==> src/rtl/wdsl_pkg.sv <==
// Package: constants for the watchdog timer with fuse-selected safety levels
// Functional notes
// - Counter advances on a separate 1 MHz oscillator tick, not the system clock; here the tick is divided down from REF_CLK.
// - Restart instruction sets the watchdog counter back to zero.
// - Counter also clears while disabled and on every chip reset.
// - Enabled counter reaching selected period without restart resets the whole chip.
// - Fuses give level: compat only is 0, neither is 1, always-on is 2.
// - Writing enable as one always enables, no unlock, at every level.
// - After reset watchdog is off at levels 0 and 1, on at level 2.
// - Control bits 7 to 5 are reserved and read as zero.
// - Change-unlock bit clears itself four system clocks after being written one.
// - Enable can be cleared only while change-unlock bit is one.
// - At level 2 every disable attempt is ignored, even a timed one.
// - Period select code gives 16K oscillator cycles, doubling per step to 2048K.
// - At level 0 period select may change at any time freely.
// - At level 1 period changes and disabling happen only inside an unlock window.
// - At level 2 the enable bit always reads one.
// - At level 2 period changes by timed sequence; written enable value ignored.
// - Time-out gives a one system clock reset pulse.
package wdsl_pkg;
   // ----------------------------------------------------------------
   // Register map
   // ----------------------------------------------------------------
   localparam int ADDR_W = 12;
   localparam logic [11:0] CTRL_OFFSET = 12'h000;
   localparam logic [11:0] COUNT_OFFSET = 12'h004;
   localparam logic [7:0] CTRL_RESET_LVL01 = 8'h00;
   localparam logic [7:0] CTRL_RESET_LVL2 = 8'h08;
   localparam int RSVD_MSB = 7;
   localparam int RSVD_LSB = 5;
   localparam int UNLOCK_POS = 4;
   localparam int ENABLE_POS = 3;
   localparam int PERIOD_MSB = 2;
   localparam int PERIOD_LSB = 0;

   // ----------------------------------------------------------------
   // Safety levels
   // ----------------------------------------------------------------
   localparam logic [1:0] LEVEL_0 = 2'h0;
   localparam logic [1:0] LEVEL_1 = 2'h1;
   localparam logic [1:0] LEVEL_2 = 2'h2;

   // ----------------------------------------------------------------
   // Timing
   // ----------------------------------------------------------------
   localparam longint REF_FREQ_HZ = 100_000_000;
   localparam longint OSC_FREQ_HZ = 1_000_000;
   localparam int OSC_DIV_CYCLES = int'(REF_FREQ_HZ / OSC_FREQ_HZ);
   localparam int DIV_W = 7;
   localparam logic [2:0] UNLOCK_CYCLES = 3'h4;
   localparam int BASE_PERIOD_OSC = 16384;
   localparam int COUNT_W = 21;
endpackage

==> src/rtl/wdsl_watchdog.sv <==
// Watchdog timer with fuse safety levels, APB control and chip reset output
//
// Local design decisions: the register addresses and register access over APB.
`timescale 1ns/1ps
module wdsl_watchdog #(
   parameter int BASE_PERIOD = wdsl_pkg::BASE_PERIOD_OSC
) (
   // Clock and reset
   input wire logic REF_CLK,
   input wire logic RESET,
   // APB slave
   input wire logic PSEL,
   input wire logic PENABLE,
   input wire logic PWRITE,
   input wire logic [11:0] PADDR,
   input wire logic [31:0] PWDATA,
   output logic [31:0] PRDATA,
   output logic PREADY,
   output logic PSLVERR,
   // Processor and fuses
   input wire logic RESTART_INSTR,
   input wire logic LEGACY_COMPAT_FUSE,
   input wire logic ALWAYS_ON_FUSE,
   // Chip reset request
   output logic CHIP_RESET
);

   // ----------------------------------------------------------------
   // Helpers
   // ----------------------------------------------------------------
   // Last oscillator count of the selected period
   function automatic logic [20:0] period_limit(input logic [2:0] code);
      logic [31:0] full;
      full = (32'(BASE_PERIOD) << code) - 32'h0000_0001;
      return full[20:0];
   endfunction

   function automatic logic hit(input logic [11:0] addr, input logic [11:0] off);
      return addr == off;
   endfunction

   // ----------------------------------------------------------------
   // Oscillator tick
   // ----------------------------------------------------------------
   // The 1 MHz oscillator is an enable pulse from a divider, so the
   // counter shares the system clock domain and restart, clear and
   // period changes need no crossing: they act on the very next edge.
   localparam logic [6:0] DIV_LAST = 7'(wdsl_pkg::OSC_DIV_CYCLES - 1);
   logic [6:0] div_cnt;
   logic [6:0] next_div_cnt;
   logic tick;
   logic next_tick;

   always_comb begin
      next_div_cnt = div_cnt + 7'h01;
      next_tick = 1'b0;
      if (div_cnt == DIV_LAST) begin
         next_div_cnt = 7'h00;
         next_tick = 1'b1;
      end
   end

   always_ff @(posedge REF_CLK) begin
      if (RESET) begin
         div_cnt <= 7'h00;
         tick <= 1'b0;
      end else begin
         div_cnt <= next_div_cnt;
         tick <= next_tick;
      end
   end

   // ----------------------------------------------------------------
   // Safety level
   // ----------------------------------------------------------------
   // Fuses are caught while reset is held; they are not expected to move.
   logic [1:0] level;
   logic [1:0] next_level;

   always_comb begin
      if (ALWAYS_ON_FUSE) begin
         next_level = wdsl_pkg::LEVEL_2;
      end else if (LEGACY_COMPAT_FUSE) begin
         next_level = wdsl_pkg::LEVEL_0;
      end else begin
         next_level = wdsl_pkg::LEVEL_1;
      end
   end

   always_ff @(posedge REF_CLK) begin
      if (RESET) begin
         level <= next_level;
      end else begin
         level <= level;
      end
   end

   // ----------------------------------------------------------------
   // APB decode
   // ----------------------------------------------------------------
   logic setup;
   logic access;
   logic wr_ctrl;
   logic [7:0] wbyte;
   logic mapped;

   assign setup = PSEL && !PENABLE;
   assign access = PSEL && PENABLE && PREADY;
   assign mapped = hit(PADDR, wdsl_pkg::CTRL_OFFSET) || hit(PADDR, wdsl_pkg::COUNT_OFFSET);
   assign wr_ctrl = access && PWRITE && hit(PADDR, wdsl_pkg::CTRL_OFFSET);
   assign wbyte = PWDATA[7:0];

   // ----------------------------------------------------------------
   // Control register
   // ----------------------------------------------------------------
   logic enable;
   logic [2:0] period;
   logic [2:0] unlock_cnt;
   logic unlock_open;
   logic next_enable;
   logic [2:0] next_period;
   logic [2:0] next_unlock_cnt;
   logic w_unlock;
   logic w_enable;
   logic wr_unlock;

   assign unlock_open = unlock_cnt != 3'h0;
   assign w_unlock = wbyte[wdsl_pkg::UNLOCK_POS];
   assign w_enable = wbyte[wdsl_pkg::ENABLE_POS];
   assign wr_unlock = wr_ctrl && w_unlock && w_enable;

   always_comb begin
      next_enable = enable;
      next_period = period;
      next_unlock_cnt = unlock_cnt;
      if (unlock_open) begin
         next_unlock_cnt = unlock_cnt - 3'h1;
      end
      if (wr_unlock) begin
         next_unlock_cnt = wdsl_pkg::UNLOCK_CYCLES;
      end
      if (wr_ctrl) begin
         if (w_enable) begin
            next_enable = 1'b1;
         end else if (unlock_open && level != wdsl_pkg::LEVEL_2) begin
            next_enable = 1'b0;
         end
         if (level == wdsl_pkg::LEVEL_0) begin
            next_period = wbyte[wdsl_pkg::PERIOD_MSB:wdsl_pkg::PERIOD_LSB];
         end else if (unlock_open && !w_unlock) begin
            // Second step of the timed sequence
            next_period = wbyte[wdsl_pkg::PERIOD_MSB:wdsl_pkg::PERIOD_LSB];
         end
      end
      if (level == wdsl_pkg::LEVEL_2) begin
         next_enable = 1'b1;
      end
   end

   always_ff @(posedge REF_CLK) begin
      if (RESET) begin
         enable <= ALWAYS_ON_FUSE;
         period <= wdsl_pkg::CTRL_RESET_LVL01[2:0];
         unlock_cnt <= 3'h0;
      end else begin
         enable <= next_enable;
         period <= next_period;
         unlock_cnt <= next_unlock_cnt;
      end
   end

   // ----------------------------------------------------------------
   // Watchdog counter and time-out
   // ----------------------------------------------------------------
   logic [20:0] count;
   logic [20:0] next_count;
   logic next_chip_reset;
   logic expire;

   assign expire = enable && tick && !RESTART_INSTR && count == period_limit(period);

   always_comb begin
      next_count = count;
      next_chip_reset = 1'b0;
      if (!next_enable) begin
         next_count = 21'h00_0000;
      end else if (RESTART_INSTR) begin
         next_count = 21'h00_0000;
      end else if (expire) begin
         // Counter restarts too; the chip reset will clear it again anyway
         next_count = 21'h00_0000;
         next_chip_reset = 1'b1;
      end else if (tick) begin
         next_count = count + 21'h00_0001;
      end
   end

   always_ff @(posedge REF_CLK) begin
      if (RESET) begin
         count <= 21'h00_0000;
         CHIP_RESET <= 1'b0;
      end else begin
         count <= next_count;
         CHIP_RESET <= next_chip_reset;
      end
   end

   // ----------------------------------------------------------------
   // APB answer
   // ----------------------------------------------------------------
   // Zero wait states: the answer is prepared in the setup cycle.
   logic [31:0] next_prdata;
   logic next_pready;
   logic next_pslverr;
   logic [7:0] ctrl_view;

   assign ctrl_view = {3'h0, unlock_open, enable || level == wdsl_pkg::LEVEL_2, period};

   always_comb begin
      next_pready = setup;
      next_pslverr = setup && !mapped;
      next_prdata = 32'h0000_0000;
      if (setup && !PWRITE && hit(PADDR, wdsl_pkg::CTRL_OFFSET)) begin
         next_prdata = {24'h00_0000, ctrl_view};
      end else if (setup && !PWRITE && hit(PADDR, wdsl_pkg::COUNT_OFFSET)) begin
         next_prdata = {11'h000, count};
      end
   end

   always_ff @(posedge REF_CLK) begin
      if (RESET) begin
         PREADY <= 1'b0;
         PSLVERR <= 1'b0;
         PRDATA <= 32'h0000_0000;
      end else begin
         PREADY <= next_pready;
         PSLVERR <= next_pslverr;
         PRDATA <= next_prdata;
      end
   end
endmodule

==> config.mk <==
export PLATFORM = sky130hd
export DESIGN_NAME = wdsl_watchdog
export DESIGN_NICKNAME = d
export VERILOG_FILES = /design/src/rtl/wdsl_pkg.sv /design/src/rtl/wdsl_watchdog.sv
export SDC_FILE = /design/constraint.sdc
export NUM_CORES = 1
export LEC_CHECK = 0
export ABC_AREA = 1
export BUFFER_PORTS_ARGS = -buffer_cell sky130_fd_sc_hd__buf_2
export CORE_ASPECT_RATIO = 0.8
export CORE_MARGIN = 5
export CORE_UTILIZATION = 51
export CTS_CLUSTER_SIZE = 28
export DETAILED_ROUTE_END_ITERATION = 8
export PLACE_DENSITY = 0.78
export SLEW_MARGIN = 30
export SYNTH_ARGS = -nofsm -noshare
export SYNTH_HDL_FRONTEND = slang
export SYNTH_SLANG_ARGS = --single-unit
export TNS_END_PERCENT = 20
==> constraint.sdc <==
create_clock -name REF_CLK -period 2 [get_ports REF_CLK]
set_input_delay 0.1 -clock REF_CLK [delete_from_list [all_inputs] [get_ports REF_CLK]]
set_output_delay 0.1 -clock REF_CLK [all_outputs]
set_load 0.02 [all_outputs]
# == After elaboration in Yosys (flattened, before gate mapping) ==
# Index checks and enable logic that the tools add are counted.
# classes
reduce_logical,35
bitwise,2
eq_ne,5
shift,1
addsub,4
muxes,14
# op_table
cell,count
"21-bit by 1-bit adder with 21-bit output, second input constant",1
21-bit equality test,1
"15-bit by 3-bit << shifter with 21-bit output, first input constant",1
"21-bit by 1-bit subtractor with 21-bit output, second input constant",1
1-bit logical AND,16
"12-bit by 3-bit equality test with 1-bit output, second input constant",1
12-bit zero test,1
3-bit two-way mux,4
5-bit two-way mux,2
1-bit two-way mux,8
"7-bit by 1-bit adder with 7-bit output, second input constant",1
"7-bit equality test, second input constant",1
2-bit OR reduction,3
3-bit OR reduction,2
1-bit zero test,5
2-bit nonzero test,2
4-bit OR reduction,1
3-bit nonzero test,1
"3-bit by 1-bit subtractor with 3-bit output, second input constant",1
"2-bit equality test, second input constant",1
2-bit zero test,1
1-bit logical OR,2
"2-bit inequality test, second input constant",1
1-bit inverter,2
2-bit AND reduction,1
# totals
reg_bits,73
output_inout_bits,35

# == Depth between registers and ports, before layout ==
# Gate-level depths: netlist of the first run.
# depth
ltp_word,8
mapped_depth,11
depth_no_buf,10

# == Worst setup path before layout of the first run ==
# OpenSTA, ideal clock, no wires.
# synth_timing
path_type,register to register
startpoint,register unlock_cnt[0]
endpoint,register count[1]
required_time_ps,1881
stages_incl_launch_ff,12
arrival_time_ps,1285
synth_period_minus_slack_ps,1404
path_slack_ps,596
setup_ps,119
cell_sequence,dfxtp_1 > inv_1 > ha_1 > nand2_1 > nand2_1 > nand2_1 > nand2_1 > nand4_1 > nand3_1 > nand4_2 > buf_6 > nor2_2
# synth_between
elab_chain_cells,8
# synth_lines
item,line,source
start: declaration,wdsl_watchdog.sv:118,logic [2:0] unlock_cnt;
start signal: assignment,wdsl_watchdog.sv:168,unlock_cnt <= next_unlock_cnt;
3-bit nonzero test,wdsl_watchdog.sv:127,assign unlock_open = unlock_cnt != 3'h0;
1-bit logical AND,wdsl_watchdog.sv:145,end else if (unlock_open && level != wdsl_pkg::LEVEL_2) begin
1-bit two-way mux,wdsl_watchdog.sv:145,
1-bit two-way mux,wdsl_watchdog.sv:143,if (w_enable) begin
1-bit two-way mux,wdsl_watchdog.sv:142,if (wr_ctrl) begin
1-bit two-way mux,wdsl_watchdog.sv:155,if (level == wdsl_pkg::LEVEL_2) begin
1-bit inverter (no line),-,
4-bit OR reduction (no line),-,
end signal: assignment,wdsl_watchdog.sv:203,count <= next_count;
end: declaration,wdsl_watchdog.sv:175,logic [20:0] count;
# Every way passes these cells.
# A chain may end at the register's enable or synchronous reset.

# == Worst setup path after layout of the first run ==
# layout_timing
startpoint,register count[0]
endpoint,register count[0]
# layout_between
elab_chain_cells,3
word_cells_on_any_way,4
classes_between,add/sub: 1; eq/ne: 1; reduce/logical: 2
# layout_lines
item
"parallel branches: the longest is 3 deep, another holds 21-bit by 1-bit adder with 21-bit output"
# Parallel ways; which one is timed is not known.

==> results of run 1 <==
area by class of cell:
cell class,instances,area [µm²]
Multi-Input combinational cell,258,1330
Tap cell,78,97.59
Sequential cell,62,1261
Clock buffer,10,127.6
Clock inverter,6,86.33
Timing Repair Buffer,54,307.8
Inverter,50,187.7
Fill cell,509,2067
how the worst max path moves through the flow:
stage | cells past startpoint | slack, ps | start | endpoint
finish | 9 | 380 | count[0] | count[0]
global route | 10 | 200 | period[2] | count[11]
CTS | 11 | 380 | unlock_cnt[0] | count[0]
detailed placement | 11 | 400 | unlock_cnt[0] | count[0]
global placement | 9 | 430 | count[0] | count[0]
floorplan | 11 | 600 | unlock_cnt[0] | count[1]
cell usage in the layout (no fill, tap or decap), types with 2 or more instances in the layout:
master | Yosys | layout
a21oi_1 | 11 | 11
xnor2_1 | 3 | 3
nand3b_1 | 2 | 2
o21ai_1 | 2 | 2
nand2_2 | 2 | 2
xor2_1 | 20 | 20
inv_2 | 4 | 4
and3_1 | 2 | 2
clkbuf_8 | 0 | 9
nor2_1 | 54 | 54
nand3_1 | 17 | 17
ha_1 | 4 | 4
nor3_1 | 8 | 8
dfxtp_1 | 60 | 60
buf_2 | 2 | 48
bufinv_16 | 0 | 2
nor3_2 | 2 | 2
edfxtp_1 | 2 | 2
o21ai_0 | 3 | 3
dlygate4sd3_1 | 0 | 4
nand4_1 | 12 | 12
o22ai_1 | 3 | 3
nor2_2 | 25 | 25
conb_1 | 1 | 11
nand2_1 | 70 | 70
inv_1 | 46 | 46
clkinv_2 | 0 | 2
or2_2 | 2 | 2
registers in the layout, summed over array words and instances, names as in the netlist:
signal	count
unlock_cnt	3
enable	1
PRDATA	21
period	3
PREADY	1
PSLVERR	1
div_cnt	7
CHIP_RESET	1
tick	1
count	21
level	2
repair_timing:
action                                 in CTS  in global routing
hold buffers                                4                  0
endpoints found under the hold margin       5                  0
resized for setup                           0                  0
metal layers:
layer / part of all wire / global-route usage / up-vias
met5: 0 / 0 / -
li1: - / - / 1270
met4: 0.012 / 0.05628 / 0
met3: 0.069 / 0.06556 / 7
met2: 0.47 / 0.2828 / 55
met1: 0.44 / 0.2184 / 1105
power by group:
part / switching, mW / leakage (nW) / internal, mW
clock network: 0.484 / 0.106 / 0.699
logic: 0.182 / 0.786 / 0.113
registers: 0.0229 / 0.504 / 1.28
stage by stage:
step	power, mW	util	worst slack (ps)
2_1_floorplan	1.554	-	596.2
3_3_place_gp	1.592	0.5753	428.3
3_5_place_dp	1.620	0.5753	398.7
4_1_cts	2.812	0.6218	378.1
5_1_grt	2.917	0.6218	200.7
6_report	2.781	0.6218	377.3
kinds of logic after synthesis:
group	synth area share
adder cells (fa/ha/maj)	0.01741
AND/OR/NAND/NOR	0.3216
AO/OA/AOI/OAI	0.03917
buffers and inverters	0.1118
flip-flops	0.4386
XOR/XNOR	0.07006
other	0.001304
critical path, cell delays in order (launching register included):
cell and delay [ps]:
dfxtp_1 400, ha_1 190, inv_1 40, nor2_1 130
nand4_1 180, nor2_1 150, nand2_1 70, nand4_2 100
buf_12 200, nor2_1 50
==> flow_summary.json, run 1 <==
{
  "cts.clk_slew.worst_paths_ps": 70,
  "die_x_um": 93.95,
  "min_path_type": "primary input to register",
  "synth_cell_types": 32,
  "diodes": 0,
  "ys_ff_latch": 62,
  "setup_viol": 0,
  "die_area_mm2": 0.007249,
  "reg2reg_to": "count[0]",
  "cp_max_fo": 21,
  "run_status": "finished, final reports clean",
  "start_kind": "register",
  "io_buffers": 48,
  "finalHoldViolCount": 0,
  "clock_skew_ps": 12.56,
  "min_delay_path_depth": 2,
  "drc": 0,
  "r2r_slack_ps": 380,
  "hpwl_mm": 4.448,
  "grt_max_degree": 22,
  "num_vias": 2437,
  "grtUsageTotal": 0.1763,
  "yosys_most_used_dff": "dfxtp_1",
  "clkLatencyLatePin_ps": 350,
  "start_util": 0.5261,
  "tns_ps": 0,
  "post_dp_cell_area_mm2": 0.003144,
  "synth_area_leader_cell": "dfxtp_1",
  "drt_iter0_markers": 140,
  "max_freq_mhz": 616.2,
  "netlist.area_leader.share": 0.4178,
  "layout-drive-gt1-share": 0.2318,
  "min_period_ps": 1623,
  "holdCritStartpoint": "LEGACY_COMPAT_FUSE",
  "grt_pass1_vias": 2329,
  "drt_first_pass_iters": 4,
  "fin_nets": 491,
  "grt_pass1_wl_mm": 10.14,
  "synthTopCellsByCount": "nand2_1 (70), dfxtp_1 (60), nor2_1 (54)",
  "antenna_found_initial": 0,
  "synthCells": 378,
  "min_to": "level[0]",
  "crit_type": "register to register",
  "ff2ff_path_depth": 9,
  "cts_buffers": 9,
  "cp.required_ps": 2240,
  "cts_sinks": 62,
  "clockBufferDepth": 2,
  "syn_to_final_growth_pct": 18.19,
  "ant_nets": 0,
  "yosysSeqAreaShare": 0.4386,
  "dpl.cell_count": 498,
  "vias_per_cell": 4.705,
  "num_rows": 24,
  "stdcell_count": 518,
  "synth_top_cells_by_area": "dfxtp_1 (42%), nand2_1 (9.1%), nor2_1 (7.0%), xor2_1 (6.1%), inv_1 (6.0%)",
  "report.final.slew_viol_count": 0,
  "htree_levels": 3,
  "synth.most_common_cell": "nand2_1",
  "vdd.ir_drop.worst_v": 0.0003511,
  "die_h_um": 77.16,
  "wl_mm": 5.885,
  "ios": 87,
  "avgRoutedWirePerCell_um": 11.36,
  "async_flop_share": 0,
  "core-area_mm2": 0.005465,
  "synth-edff-count": 2,
  "crit_path_end_kind": "register",
  "cellLeakagePower_nw": 1.397,
  "yosysWarnings": 0,
  "cts-root-buf": "clkbuf_8",
  "power_density_mw_per_mm2": 818.3,
  "min_period_over_period": 0.8114,
  "place_congestion": 0.8569,
  "post_cts_buffers": 0,
  "cts_tree": "built",
  "synth_area_mm2": 0.002875,
  "r2r_start": "count[0]",
  "fin_area_mm2": 0.003398,
  "crit_arrival_ps": 1860,
  "drv_cap": 0,
  "grt_setup_unrepaired": "false",
  "syn_avg_cell_area_um2": 7.607,
  "overflow": 0,
  "hold-worst-slack_ps": 21.41
}
No activity file was read; power rests on OpenSTA's default activity.
==> run 2, diff against run 1 <==
--- a/config.mk
+++ b/config.mk
@@ -5,14 +5,14 @@
 export SDC_FILE = /design/constraint.sdc
 export NUM_CORES = 1
 export LEC_CHECK = 0
-export ABC_AREA = 1
+export ABC_AREA = 0
 export BUFFER_PORTS_ARGS = -buffer_cell sky130_fd_sc_hd__buf_2
 export CORE_ASPECT_RATIO = 0.8
 export CORE_MARGIN = 5
-export CORE_UTILIZATION = 51
+export CORE_UTILIZATION = 45
 export CTS_CLUSTER_SIZE = 28
 export DETAILED_ROUTE_END_ITERATION = 8
-export PLACE_DENSITY = 0.78
+export PLACE_DENSITY = 0.74
 export SLEW_MARGIN = 30
 export SYNTH_ARGS = -nofsm -noshare
 export SYNTH_HDL_FRONTEND = slang
==> constraint.sdc (replaced) <==
create_clock -name REF_CLK -period 1.37 [get_ports REF_CLK]
set_input_delay 0.0685 -clock REF_CLK [delete_from_list [all_inputs] [get_ports REF_CLK]]
set_output_delay 0.0685 -clock REF_CLK [all_outputs]
set_load 0.02 [all_outputs]
==> run 2 against run 1 <==
The flow now finishes with violations (negative setup slack). Worst setup slack got worse by 770 ps. Via count decreased by 1.1%. First-iteration DRC count decreased by 11%. Utilization increased by 4.8 points. Sequential share of layout area decreased by 4.9 points. Combinational power increased by 84%. Clock-buffer cell count increased by 1. Synthesized area decreased by 5.2%. Die area increased by 6.5%. Wire length increased by 21%. Sequential power increased by 46%. Largest power group unchanged. Highest routed layer unchanged.
==> flow_summary.json, run 2 <==
{
  "run_status": "complete, but fails checks",
  "violations": "negative setup slack",
  "preCtsSetupSlack_ps": -383.4,
  "grt_pass1_vias": 2492,
  "htree_levels": 3,
  "synth_area_mm2": 0.002725,
  "hold-worst-slack_ps": 77.85,
  "clkLatencyLatePin_ps": 340,
  "hpwl_mm": 4.618,
  "drt_iter0_markers": 125,
  "r2r_start": "PREADY",
  "r2r_slack_ps": -400,
  "min_period_over_period": 1.290,
  "fin_nets": 459,
  "crit_path_end_kind": "register",
  "synth-edff-count": 2,
  "yosysSeqAreaShare": 0.4628,
  "die_x_um": 97.01,
  "grt_max_degree": 16,
  "min_delay_path_depth": 3,
  "cts_sinks": 62,
  "yosys_most_used_dff": "dfxtp_1",
  "drv_cap": 0,
  "syn_avg_cell_area_um2": 9.462,
  "mostFrequentLayoutCell": "buf_4",
  "cp.required_ps": 1590,
  "cp_max_fo": 11,
  "start_kind": "register",
  "synth_cell_types": 48,
  "synth_area_leader_cell": "dfxtp_1",
  "start_util": 0.4610,
  "num_vias": 2411,
  "die_area_mm2": 0.007722,
  "seqPwrFrac": 0.458,
  "grtUsageTotal": 0.1884,
  "grt_setup_unrepaired": "true",
  "cts.clk_slew.worst_paths_ps": 70,
  "switching_share": 0.2347,
  "drc": 0,
  "ios": 87,
  "reg2reg_to": "count[6]",
  "avgRoutedWirePerCell_um": 14.59,
  "cts_tree": "built",
  "finalPower_mw": 4.141,
  "synth.most_common_cell": "dfxtp_1",
  "min_path_type": "primary input to register",
  "pwr-share-clk": 0.411,
  "post-route-util": 0.6698,
  "crit_type": "register to register",
  "fin_area_mm2": 0.003960,
  "diodes": 0,
  "min_period_ps": 1767,
  "holdCritStartpoint": "PWDATA[4]",
  "p_sw_mw": 0.9719,
  "combinationalPowerShare": 0.131,
  "setup_viol": 26,
  "netlist.area_leader.share": 0.4408,
  "worst_slack_ps": -397.3,
  "synthCells": 288,
  "io_buffers": 48,
  "power_density_mw_per_mm2": 1046,
  "cellLeakagePower_nw": 1.694,
  "max_freq_mhz": 565.8,
  "max_stage_delay_ps": 350,
  "wl_mm": 7.134,
  "nFillCells": 424,
  "report.final.slew_viol_count": 0,
  "ant_nets": 0,
  "syn_to_final_growth_pct": 45.32,
  "most-common-layout-cells": "buf_4 (56), dfxtp_1 (51), buf_2 (48)",
  "power.internal_mw": 3.169,
  "grt_pass1_wl_mm": 11.61,
  "post_dp_cell_area_mm2": 0.003438,
  "yosysWarnings": 0,
  "slowest_stage": "dfxtp_2",
  "crit_arrival_ps": 1990,
  "synth_top_cells_by_area": "dfxtp_1 (44%), xnor2_1 (6.1%), nor2_1 (4.3%), nor3_1 (4.2%), buf_4 (3.6%)",
  "place_congestion": 0.8515,
  "synthTopCellsByCount": "dfxtp_1 (60), nor2_1 (31), nor3_1 (23)",
  "num_rows": 25,
  "min_to": "unlock_cnt[2]",
  "async_flop_share": 0,
  "antenna_found_initial": 0,
  "die_h_um": 79.61,
  "clockBufferDepth": 2,
  "top_regs": "PRDATA (21), count (21), div_cnt (7)",
  "finalHoldViolCount": 0,
  "core-area_mm2": 0.005912,
  "drt_first_pass_iters": 6,
  "layout-drive-gt1-share": 0.4240,
  "cts_buffers": 9,
  "vdd.ir_drop.worst_v": 0.0007004,
  "vias_per_cell": 4.930,
  "ff2ff_path_depth": 7,
  "overflow": 0,
  "cts-root-buf": "clkbuf_8",
  "crit_chain": "nor4bb_4 -> nand4_1 -> o21a_1 -> o311ai_4 -> buf_6 -> buf_16 -> nor2_2",
  "clock_skew_ps": 13.94,
  "ys_ff_latch": 62
}
-- run 2: cell count changes after synthesis, sizes merged, moves of 7 or more --
cell | previous run | this run
and2 | 0 | 13
inv | 50 | 12
mux2i | 0 | 9
nand2 | 72 | 15
nand4 | 13 | 6
nor2 | 79 | 33
nor3 | 10 | 28
nor4 | 0 | 7
xnor2 | 3 | 19
xor2 | 20 | 8
-- run 2: critical path, delay by kind of cell (launching register included) --
family                 cells  cell delay (ps)
AOI/OAI and AO/OA          2              550
and+or+nand+nor            3              420
DFF                        1              350
buffers and inverters      2              320
-- run 2: logic make-up after synthesis --
family,Yosys count,synth area share
adder cells (fa/ha/maj),4,0.01837
AO/OA/AOI/OAI,18,0.05051
AND/OR/NAND/NOR,132,0.2746
other,1,0.001376
flip-flops,62,0.4628
XOR/XNOR,27,0.08678
buffers and inverters,35,0.07254
multiplexers,9,0.03306
-- run 2: final cells by class --
| class | instances | area [µm²] | area share |
|---|---|---|---|
| multi-input combinational | 201 | 1454 | 0.3671 |
| sequential | 62 | 1275 | 0.3220 |
| timing repair buffer | 117 | 878.3 | 0.2218 |
| clock buffer | 11 | 131.4 | 0.03318 |
| tap | 81 | 101.3 | 0.02559 |
| clock inverter | 5 | 75.07 | 0.01896 |
| inverter | 12 | 45.04 | 0.01137 |
-- run 2: metrics by stage --
| step | cells | TNS, ps |
|---|---|---|
| 2_1_floorplan | 298 | -9051 |
| 3_3_place_gp | 460 | -11290 |
| 3_5_place_dp | 460 | -12960 |
| 4_1_cts | 485 | -8033 |
| 5_1_grt | 489 | -11610 |
| 6_report | 489 | -9273 |
-- run 2: power by group through the flow --
| stage | Clock, mW | Combinational, mW | Sequential, mW |
|---|---|---|---|
| 2_1_floorplan | 0 | 0.301 | 1.94 |
| 3_3_place_gp | 0 | 0.462 | 1.93 |
| 3_5_place_dp | 0 | 0.472 | 1.94 |
| 4_1_cts | 1.74 | 0.533 | 1.90 |
| 5_1_grt | 1.84 | 0.607 | 1.90 |
| 6_report | 1.70 | 0.544 | 1.90 |
-- run 2: what timing repair did --
item / in CTS / in global routing
gates cloned: 2 / 1
endpoints found under the hold margin: 6 / 0
pin swaps: 5 / 3
buffers inserted: 2 / 3
endpoints found under the setup margin: 31 / 31
hold buffers: 5 / 0
resized for setup: 20 / 18
-- run 2: how the worst max path moves through the flow --
stage               from   endpoint  cells after the start
6_report          PREADY   count[6]                      7
5_1_grt           PREADY  count[14]                      7
4_1_cts           PREADY  count[14]                      7
3_5_place_dp      PREADY   count[0]                      7
3_3_place_gp   count[10]  count[20]                      5
2_1_floorplan   count[8]  count[20]                      5
-- run 2: layer usage --
| layer | track usage | wire length, µm | up-vias | share of wire |
|---|---|---|---|---|
| li1 | - | - | 1191 | - |
| met3 | 0.06376 | 449 | 13 | 0.063 |
| met1 | 0.2177 | 2955 | 1132 | 0.41 |
| met4 | 0.07013 | 110 | 0 | 0.015 |
| met5 | 0 | 0 | - | 0 |
| met2 | 0.3258 | 3618 | 75 | 0.51 |
